## src/verilog/nomc_cfg.svh

```systemverilog
// Purpose: offsets, field positions and reset values of the mode control bank
// Assumes: 8-bit registers on a byte-addressed plain register port
// Notes: definitions only
`ifndef NOMC_CFG_SVH
`define NOMC_CFG_SVH
// register offsets
`define NOMC_ADDR_OP_CTRL 8'h02
`define NOMC_ADDR_MODE_DEF 8'h03
`define NOMC_ADDR_AUX_CFG 8'h10
`define NOMC_ADDR_STATUS 8'h11
// operation_control fields
`define NOMC_OC_EN 7
`define NOMC_OC_RX_EN 6
`define NOMC_OC_RX_CHN 5
`define NOMC_OC_RX_MAN 4
`define NOMC_OC_TX_EN 3
`define NOMC_OC_WU 2
`define NOMC_OC_EFD_HI 1
`define NOMC_OC_EFD_LO 0
// mode_definition fields
`define NOMC_MD_TARG 7
`define NOMC_MD_PS_HI 6
`define NOMC_MD_PS_LO 3
`define NOMC_MD_MOD 2
`define NOMC_MD_AR_HI 1
`define NOMC_MD_AR_LO 0
// aux config fields
`define NOMC_AUX_CHOICE 0
`define NOMC_AUX_TFE 1
`define NOMC_AUX_PTD_HI 5
`define NOMC_AUX_PTD_LO 2
// status fields
`define NOMC_ST_XTAL 0
`define NOMC_ST_LPNFC 1
`define NOMC_ST_LEGAL 2
`define NOMC_ST_BRD 3
`define NOMC_ST_TXON 4
`define NOMC_ST_RXON 5
`define NOMC_ST_TFE_CONFLICT 6
// reset values, loaded at power-up only
`define NOMC_OC_RST 8'h00
`define NOMC_MD_RST 8'h08
`define NOMC_AUX_RST 8'h00
`endif

```

## src/verilog/nomc_pkg.sv

```systemverilog
// Purpose: types of the mode control bank
// Assumes: nothing
// Notes: numbers live in nomc_cfg.svh
package nomc_pkg;
  // external field detector setting
  typedef enum logic [1:0] {
    NOMC_EFD_OFF = 2'b00,
    NOMC_EFD_MAN_CA = 2'b01,
    NOMC_EFD_MAN_PEER = 2'b10,
    NOMC_EFD_AUTO = 2'b11
  } nomc_efd_t;
  // automatic response field setting
  typedef enum logic [1:0] {
    NOMC_AR_OFF = 2'b00,
    NOMC_AR_ANY_RX = 2'b01,
    NOMC_AR_PEER_OFF = 2'b10,
    NOMC_AR_RSVD = 2'b11
  } nomc_ar_t;
  // decoded protocol of role plus mode field
  typedef enum logic [3:0] {
    NOMC_P_NONE = 4'b0000,
    NOMC_P_ACTIVE = 4'b0001,
    NOMC_P_ISOA = 4'b0010,
    NOMC_P_ISOB = 4'b0011,
    NOMC_P_NFCF = 4'b0100,
    NOMC_P_T1T = 4'b0101,
    NOMC_P_SUBC = 4'b0110,
    NOMC_P_BPSK = 4'b0111,
    NOMC_P_PT_ISOA = 4'b1000,
    NOMC_P_PT_NFCF = 4'b1001,
    NOMC_P_T_ACTIVE = 4'b1010,
    NOMC_P_BRD = 4'b1011
  } nomc_proto_t;
endpackage

```

## src/verilog/nomc_sync.sv

```systemverilog
// Purpose: two-flop synchroniser for a level from outside the clock domain
// Assumes: input is a slow level
// Notes: first flop is read by the second only
`timescale 1ns/1ns
module nomc_sync (
  input wire logic clk_sys,
  input wire logic arst_n,
  input wire logic asyncIn,
  output logic syncOut
);
  logic meta_q;
  // two stages, cleared at power-up
  always_ff @(posedge clk_sys or negedge arst_n) begin
    if (!arst_n) begin
      meta_q <= 1'b0;
      syncOut <= 1'b0;
    end else begin
      meta_q <= asyncIn;
      syncOut <= meta_q;
    end
  end
endmodule

```

## src/verilog/nomc_top.sv

```systemverilog
// Purpose: operating state and protocol mode control of the nfc front end
// Assumes: 20 MHz clk_sys, arst_n is the power-on reset
// Notes: two 8-bit control registers plus aux config and status words
`timescale 1ns/1ns
`include "nomc_cfg.svh"

module nomc_top #(
  parameter int ADDR_W = 8
) (
  input wire logic clk_sys,
  input wire logic arst_n,
  input wire logic [ADDR_W-1:0] regAddr,
  input wire logic [7:0] regWdata,
  input wire logic regWrite,
  input wire logic regRead,
  output logic [7:0] regRdata,
  input wire logic xtalStablePin,
  input wire logic fieldOnCmd,
  input wire logic txDone,
  input wire logic rxEndAny,
  input wire logic peerFieldOff,
  output logic oscRegEnable,
  output logic rxEnable,
  output logic rxAmEn,
  output logic rxPmEn,
  output logic rxAutoSel,
  output logic txEnable,
  output logic wakeupEnable,
  output logic efdOn,
  output logic efdPeerThresh,
  output logic efdAuto,
  output logic lowPowerNfc,
  output logic roleTarget,
  output nomc_pkg::nomc_proto_t protocol,
  output logic modAm,
  output logic brdNfcfEn,
  output logic brdIsoaEn,
  output logic useTargetDrive,
  output logic [3:0] driveStrength,
  output logic respFieldOn
);
  import nomc_pkg::*;

  logic [7:0] opCtrl_q;
  logic [7:0] modeDef_q;
  logic [7:0] auxCfg_q;
  logic xtalOk;
  logic selOc;
  logic selMd;
  logic selAux;
  logic selSt;
  logic ocWrite;
  logic mdWrite;
  logic auxWrite;
  logic [3:0] psField;
  logic isTarget;
  logic modeLegal;
  logic activeMode;
  logic isBrd;
  logic isPassiveTarget;
  logic respStart;
  logic txSet;
  logic txClear;
  logic lowPowerD;
  logic rxOnD;
  logic txOnD;
  logic pathChoice;
  nomc_efd_t efdSel;
  nomc_ar_t arSel;
  nomc_proto_t protoD;
  logic [7:0] statusWord;
  logic [7:0] rdataD;

  // crystal stable level comes from the analog side
  nomc_sync uXtalSync (
    .clk_sys(clk_sys),
    .arst_n(arst_n),
    .asyncIn(xtalStablePin),
    .syncOut(xtalOk)
  );

  // address decode
  assign selOc = (regAddr == ADDR_W'(`NOMC_ADDR_OP_CTRL));
  assign selMd = (regAddr == ADDR_W'(`NOMC_ADDR_MODE_DEF));
  assign selAux = (regAddr == ADDR_W'(`NOMC_ADDR_AUX_CFG));
  assign selSt = (regAddr == ADDR_W'(`NOMC_ADDR_STATUS));
  assign ocWrite = regWrite && selOc;
  assign mdWrite = regWrite && selMd && xtalOk;
  assign auxWrite = regWrite && selAux;

  // field views of the stored words
  assign psField = modeDef_q[`NOMC_MD_PS_HI:`NOMC_MD_PS_LO];
  assign isTarget = modeDef_q[`NOMC_MD_TARG];
  assign efdSel = nomc_efd_t'(opCtrl_q[`NOMC_OC_EFD_HI:`NOMC_OC_EFD_LO]);
  assign arSel = nomc_ar_t'(modeDef_q[`NOMC_MD_AR_HI:`NOMC_MD_AR_LO]);
  assign pathChoice = auxCfg_q[`NOMC_AUX_CHOICE];

  // protocol decode per role
  always_comb begin
    protoD = NOMC_P_NONE;
    if (!isTarget) begin
      unique case (psField)
        4'h0: protoD = NOMC_P_ACTIVE;
        4'h1: protoD = NOMC_P_ISOA;
        4'h2: protoD = NOMC_P_ISOB;
        4'h3: protoD = NOMC_P_NFCF;
        4'h4: protoD = NOMC_P_T1T;
        4'he: protoD = NOMC_P_SUBC;
        4'hf: protoD = NOMC_P_BPSK;
        default: protoD = NOMC_P_NONE;
      endcase
    end else if (psField[3]) begin
      protoD = NOMC_P_BRD;
    end else begin
      unique case (psField)
        4'h1: protoD = NOMC_P_PT_ISOA;
        4'h4: protoD = NOMC_P_PT_NFCF;
        4'h7: protoD = NOMC_P_T_ACTIVE;
        default: protoD = NOMC_P_NONE;
      endcase
    end
  end

  // mode classes derived from the decode
  assign modeLegal = (protoD != NOMC_P_NONE);
  assign isBrd = (protoD == NOMC_P_BRD);
  assign activeMode = (protoD == NOMC_P_ACTIVE) || (protoD == NOMC_P_T_ACTIVE);
  assign isPassiveTarget = (protoD == NOMC_P_PT_ISOA) || (protoD == NOMC_P_PT_NFCF);

  // automatic response field-on trigger
  always_comb begin
    respStart = 1'b0;
    unique case (arSel)
      NOMC_AR_OFF: respStart = 1'b0;
      NOMC_AR_ANY_RX: respStart = rxEndAny;
      NOMC_AR_PEER_OFF: respStart = peerFieldOff;
      NOMC_AR_RSVD: respStart = 1'b0;
    endcase
  end

  // hardware set and clear of the tx enable bit
  assign txSet = fieldOnCmd || respStart;
  assign txClear = txDone && activeMode;

  // operation control register, power-up defaults only
  always_ff @(posedge clk_sys or negedge arst_n) begin
    if (!arst_n) begin
      opCtrl_q <= `NOMC_OC_RST;
    end else begin
      if (ocWrite) begin
        opCtrl_q <= regWdata;
      end
      if (txClear) begin
        opCtrl_q[`NOMC_OC_TX_EN] <= 1'b0;
      end
      if (txSet) begin
        opCtrl_q[`NOMC_OC_TX_EN] <= 1'b1; // set wins over any clear
      end
    end
  end

  // mode definition register, guarded by crystal stable
  always_ff @(posedge clk_sys or negedge arst_n) begin
    if (!arst_n) begin
      modeDef_q <= `NOMC_MD_RST;
    end else if (mdWrite) begin
      modeDef_q <= regWdata;
    end
  end

  // aux config: path choice, transport frames, target drive strength
  always_ff @(posedge clk_sys or negedge arst_n) begin
    if (!arst_n) begin
      auxCfg_q <= `NOMC_AUX_RST;
    end else if (auxWrite) begin
      auxCfg_q <= {2'b00, regWdata[5:0]};
    end
  end

  // low power initial mode and effective path enables
  assign lowPowerD = (efdSel != NOMC_EFD_OFF) && (opCtrl_q[7:2] == 6'h00);
  assign rxOnD = opCtrl_q[`NOMC_OC_RX_EN] && modeLegal;
  assign txOnD = opCtrl_q[`NOMC_OC_TX_EN] && modeLegal;

  // status word for software
  always_comb begin
    statusWord = 8'h00;
    statusWord[`NOMC_ST_XTAL] = xtalOk;
    statusWord[`NOMC_ST_LPNFC] = lowPowerD;
    statusWord[`NOMC_ST_LEGAL] = modeLegal;
    statusWord[`NOMC_ST_BRD] = isBrd;
    statusWord[`NOMC_ST_TXON] = txOnD;
    statusWord[`NOMC_ST_RXON] = rxOnD;
    // transport frames are not allowed in detection mode
    statusWord[`NOMC_ST_TFE_CONFLICT] = isBrd && auxCfg_q[`NOMC_AUX_TFE];
  end

  // read mux, unmapped addresses read zero
  always_comb begin
    rdataD = 8'h00;
    if (regRead) begin
      if (selOc) begin
        rdataD = opCtrl_q;
      end else if (selMd) begin
        rdataD = modeDef_q;
      end else if (selAux) begin
        rdataD = auxCfg_q;
      end else if (selSt) begin
        rdataD = statusWord;
      end
    end
  end

  // read data stand for the one cycle after the strobe
  always_ff @(posedge clk_sys or negedge arst_n) begin
    if (!arst_n) begin
      regRdata <= 8'h00;
    end else begin
      regRdata <= rdataD;
    end
  end

  // power, wake-up and low power outputs
  always_ff @(posedge clk_sys or negedge arst_n) begin
    if (!arst_n) begin
      oscRegEnable <= 1'b0;
      wakeupEnable <= 1'b0;
      lowPowerNfc <= 1'b0;
    end else begin
      oscRegEnable <= opCtrl_q[`NOMC_OC_EN];
      wakeupEnable <= opCtrl_q[`NOMC_OC_WU];
      lowPowerNfc <= lowPowerD;
    end
  end

  // receiver enable and channel selection
  always_ff @(posedge clk_sys or negedge arst_n) begin
    if (!arst_n) begin
      rxEnable <= 1'b0;
      rxAmEn <= 1'b0;
      rxPmEn <= 1'b0;
      rxAutoSel <= 1'b0;
    end else begin
      rxEnable <= rxOnD;
      if (!rxOnD) begin
        rxAmEn <= 1'b0;
        rxPmEn <= 1'b0;
        rxAutoSel <= 1'b0;
      end else if (opCtrl_q[`NOMC_OC_RX_CHN]) begin
        // single channel, picked by path choice: 0 am, 1 pm
        rxAmEn <= !pathChoice;
        rxPmEn <= pathChoice;
        rxAutoSel <= 1'b0;
      end else begin
        rxAmEn <= 1'b1;
        rxPmEn <= 1'b1;
        rxAutoSel <= !opCtrl_q[`NOMC_OC_RX_MAN];
      end
    end
  end

  // transmitter enable follows the stored bit gated by a legal mode
  always_ff @(posedge clk_sys or negedge arst_n) begin
    if (!arst_n) begin
      txEnable <= 1'b0;
    end else begin
      txEnable <= txOnD;
    end
  end

  // external field detector decode
  always_ff @(posedge clk_sys or negedge arst_n) begin
    if (!arst_n) begin
      efdOn <= 1'b0;
      efdPeerThresh <= 1'b0;
      efdAuto <= 1'b0;
    end else begin
      unique case (efdSel)
        NOMC_EFD_OFF: begin
          efdOn <= 1'b0;
          efdPeerThresh <= 1'b0;
          efdAuto <= 1'b0;
        end
        NOMC_EFD_MAN_CA: begin
          efdOn <= 1'b1;
          efdPeerThresh <= 1'b0;
          efdAuto <= 1'b0;
        end
        NOMC_EFD_MAN_PEER: begin
          efdOn <= 1'b1;
          efdPeerThresh <= 1'b1;
          efdAuto <= 1'b0;
        end
        NOMC_EFD_AUTO: begin
          efdOn <= 1'b1;
          efdPeerThresh <= 1'b0;
          efdAuto <= 1'b1;
        end
      endcase
    end
  end

  // role, protocol and modulation
  always_ff @(posedge clk_sys or negedge arst_n) begin
    if (!arst_n) begin
      roleTarget <= 1'b0;
      protocol <= NOMC_P_NONE;
      modAm <= 1'b0;
    end else begin
      roleTarget <= isTarget;
      protocol <= protoD;
      modAm <= modeDef_q[`NOMC_MD_MOD];
    end
  end

  // bit rate detection sub-enables, middle sub-bit reserved
  always_ff @(posedge clk_sys or negedge arst_n) begin
    if (!arst_n) begin
      brdNfcfEn <= 1'b0;
      brdIsoaEn <= 1'b0;
    end else begin
      brdNfcfEn <= isBrd && psField[2];
      brdIsoaEn <= isBrd && psField[0];
    end
  end

  // target drive strength in passive target and detection modes
  always_ff @(posedge clk_sys or negedge arst_n) begin
    if (!arst_n) begin
      useTargetDrive <= 1'b0;
      driveStrength <= 4'h0;
    end else begin
      useTargetDrive <= isPassiveTarget || isBrd;
      if (isPassiveTarget || isBrd) begin
        driveStrength <= auxCfg_q[`NOMC_AUX_PTD_HI:`NOMC_AUX_PTD_LO];
      end else begin
        driveStrength <= 4'h0;
      end
    end
  end

  // one-cycle request to start response collision avoidance
  always_ff @(posedge clk_sys or negedge arst_n) begin
    if (!arst_n) begin
      respFieldOn <= 1'b0;
    end else begin
      respFieldOn <= respStart;
    end
  end
endmodule

```

## config.mk

```make
export PLATFORM = sky130hd
export DESIGN_NAME = nomc_top
export DESIGN_NICKNAME = d
export VERILOG_FILES = /design/src/verilog/nomc_pkg.sv /design/src/verilog/nomc_sync.sv /design/src/verilog/nomc_top.sv
export VERILOG_INCLUDE_DIRS = /design/src /design/src/verilog
export SDC_FILE = /design/constraint.sdc
export NUM_CORES = 1
export LEC_CHECK = 0
export BUFFER_PORTS_ARGS = -buffer_cell sky130_fd_sc_hd__buf_2
export CAP_MARGIN = 10
export CORE_UTILIZATION = 53
export CTS_CLUSTER_SIZE = 12
export DETAILED_ROUTE_END_ITERATION = 10
export MAX_ROUTING_LAYER = met4
export PLACE_DENSITY_LB_ADDON = 0.05
export SLEW_MARGIN = 0
export SYNTH_ARGS = -nofsm -noshare
export SYNTH_HDL_FRONTEND = slang
export SYNTH_SLANG_ARGS = --single-unit
```

## constraint.sdc

```tcl
create_clock -name clk_sys -period 1.7 [get_ports clk_sys]
set_input_delay 0.085 -clock clk_sys [delete_from_list [all_inputs] [get_ports clk_sys]]
set_output_delay 0.085 -clock clk_sys [all_outputs]
set_load 0.005 [all_outputs]
```

==> out/metrics.yaml <==
status: "complete, no violations"
clkLatencyLatePin_ns: 0.33
fmax_ghz: 0.599
irDropWorstVdd_v: 0.000660
r2r-start: "modeDef_q[4]"
dpl_cell_area_sq_um: 2940
grt_max_degree: 31
chipWidth_microns: 70.2
ioPinCount: 58
endpoint_kind: "register"
clockBufferDepth: 2
switching_share: 0.202
rsz0062_at_grt: "true"
clk_pin_slew_ns: 0.07
gp_congestion: 0.939
cts_root_buf: "clkbuf_8"
fin_crit_sh: 0.982
p_comb_frac: 0.074
synth.most_common_cell: "dfrtp_1"
yosys_warnings: 0
grt_overflow: 0
synth-seq-area-share: 0.579
htree_levels: 3
syn2layout_area_growth_pct: 34.4
final_cells: 342
synth_top_area_frac: 0.569
wire_per_inst_microns: 16.4
ant_nets: 0
coreArea_sq_um: 4410
async_flop_share: 1.00
die_y_microns: 70.2
p_leak_nw: 1.71
yosys.area.top_type: "dfrtp_1"
slew_headroom: 0.590
clock_sinks: 57
stdcell_area_sq_um: 3310
min_path_cells: 2
ff2ff_path_depth: 5
synthFlopType: "dfrtp_1"
r2r_slack_ns: 0.03
dp_hpwl_microns: 4070
hold_end: "opCtrl_q[7]"
p_int_w: 0.00272
antenna_found_initial: 0
dr.pass1.iters: 4
p_per_area_nw_per_um2: 1030
syn_area_per_cell_sq_um: 12.4
min_from: "regWdata[7]"
n_antenna_cell: 0
netlist_top_cells_area: "dfrtp_1 57%, mux2_2 9.6%, nor2_1 2.4%, mux2i_1 2.0%, nor3b_1 1.8%"
clockPowerShare: 0.505
syn-num-nets: 224
dieArea_sq_um: 4930
r2r_end: "rxPmEn"
synth_seq_cells: 57
viasPerCell: 5.54
critPathArrivalTime_ns: 1.87
fin_skew_ns: 0.00767
max_stage_delay_ns: 0.52
port_buffers: 57
startpoint_type: "register"
crit_fanout: 10
cts_tree: "built"
fillCellCount: 298
drc: 0
vias: 1895
fin_nets: 310
rows: 24
first_global_vias: 1831
cts_made_buffers: 9
initial_core_util: 0.558
switchingPower_w: 0.000688
power_w: 0.00341
crit_type: "register to register"
grt_pass1_wl_microns: 9140
maxCapViolCount: 0
synth_cell_types: 50
fin_crit_ns: 1.67
drv_slew: 0
final-hold-violation-count: 0
synth_area_sq_um: 2460
syn_inst: 199
setup_viol_count_final: 0
crit_required_ns: 1.90
p_seq_frac: 0.421
drive_above_1_share: 0.462
grt_usage: 0.255
tightest_slew_ns: 0.614
crit_chain: "inv_1 > o311a_1 > o31ai_2 > buf_4 > a21oi_1"
dp.cells: 319
hold_path_class: "input port to register"
drt_wl_total_microns: 5620
synth.top_cells.by_count: "56 x dfrtp_1, 21 x mux2_2, 16 x nor2_1"
drt_iter0_drc: 102
cp_slowest_cell: "dfrtp_1"
synth-edff-count: 0
finalSetupTns_ns: 0
[registers in the layout (all words and copies together), names as in the netlist, 4 cells and up]
signal,flops
opCtrl_q,8
regRdata,8
protocol,4
modeDef_q,8
driveStrength,4
auxCfg_q,6
[cell families (layout without fill, tap and decap cells)]
family,after synthesis,count (layout),share of synthesized area
AOI/OAI and AO/OA,34,34,0.110
xor gates and xnor gates,1,1,0.00356
buffers and inverters,14,105,0.0234
DFF,57,57,0.579
muxes,26,26,0.116
and+or+nand+nor,67,67,0.168
[worst max-delay path: cells and delay by family (launching register included)]
| family | cells | cell delay (ns) |
|---|---|---|
| buf+inv | 2 | 0.29 |
| flops | 1 | 0.52 |
| compound gates | 3 | 0.73 |
[per-layer routing]
layer / track usage / vias up / routed length, microns
met2: 0.376 / 62 / 2710
met3: 0.0534 / 8 / 224
li1: - / 893 / -
met1: 0.346 / 932 / 2610
met5: - / - / 0
met4: 0.107 / 0 / 73
[power by group through the flow]
stage                     Combinational (W)  Clock, W  Sequential [W]
final                              0.000252   0.00172         0.00143
after global routing               0.000276   0.00180         0.00144
after CTS                          0.000247   0.00173         0.00143
after detailed placement           0.000240         0         0.00146
after global placement             0.000237         0         0.00146
after floorplan                    0.000110         0         0.00145
[area by class of cell]
cell class | instances | area, sq um | share of cell area
clock buffer | 11 | 151 | 0.0457
clock inverter | 5 | 125 | 0.0378
inverter | 7 | 26.3 | 0.00794
multi-input combinational | 128 | 1010 | 0.305
sequential | 57 | 1430 | 0.431
tap | 52 | 65.1 | 0.0197
timing repair buffer | 82 | 505 | 0.153
[through the flow]
stage | util | hold slack [ns] | setup WS [ns]
floorplan | - | -0.211 | 0.162
detailed placement | 0.667 | 0.132 | 0.0613
CTS | 0.736 | 0.00794 | 0.0482
global route | 0.750 | 0.0162 | -0.0447
global placement | 0.667 | 0.143 | 0.0806
finish | 0.750 | 0.00771 | 0.0300
[cells in the final DEF (no fill, tap or decap), drive strengths merged, types with 2 or more instances in the layout]
| cell type | instances |
|---|---|
| bufinv | 4 |
| and3 | 2 |
| o22a | 2 |
| nor4b | 2 |
| dlygate4sd3 | 3 |
| a31o | 2 |
| o21a | 2 |
| a221o | 2 |
| mux2 | 21 |
| dfrtp | 56 |
| a21oi | 7 |
| buf | 79 |
| and2 | 4 |
| nand3b | 3 |
| nand2 | 7 |
| nor2b | 3 |
| clkbuf | 11 |
| nor4 | 3 |
| mux2i | 5 |
| a211oi | 4 |
| nor3b | 6 |
| nor2 | 16 |
| o311ai | 2 |
| inv | 7 |
| a21boi | 2 |
| nand2b | 3 |
| nand3 | 6 |
| nor3 | 6 |
| a31oi | 3 |
[worst max path at each step]
| stage | slack, ns | to | start |
|---|---|---|---|
| final | 0.03 | rxPmEn | modeDef_q[4] |
| after global placement | 0.08 | rxAmEn | modeDef_q[7] |
| after global routing | -0.04 | rxPmEn | modeDef_q[4] |
| after CTS | 0.05 | rxPmEn | modeDef_q[7] |
| after floorplan | 0.16 | opCtrl_q[3] | modeDef_q[6] |
| after detailed placement | 0.06 | rxPmEn | modeDef_q[7] |
[timing repair]
item                                   CTS  global route
setup endpoints to repair                0            11
setup buffers                            0             4
hold buffers                             3             0
endpoints found under the hold margin   28             0
resized for setup                        0             7
(Power assumes the default switching activity.)
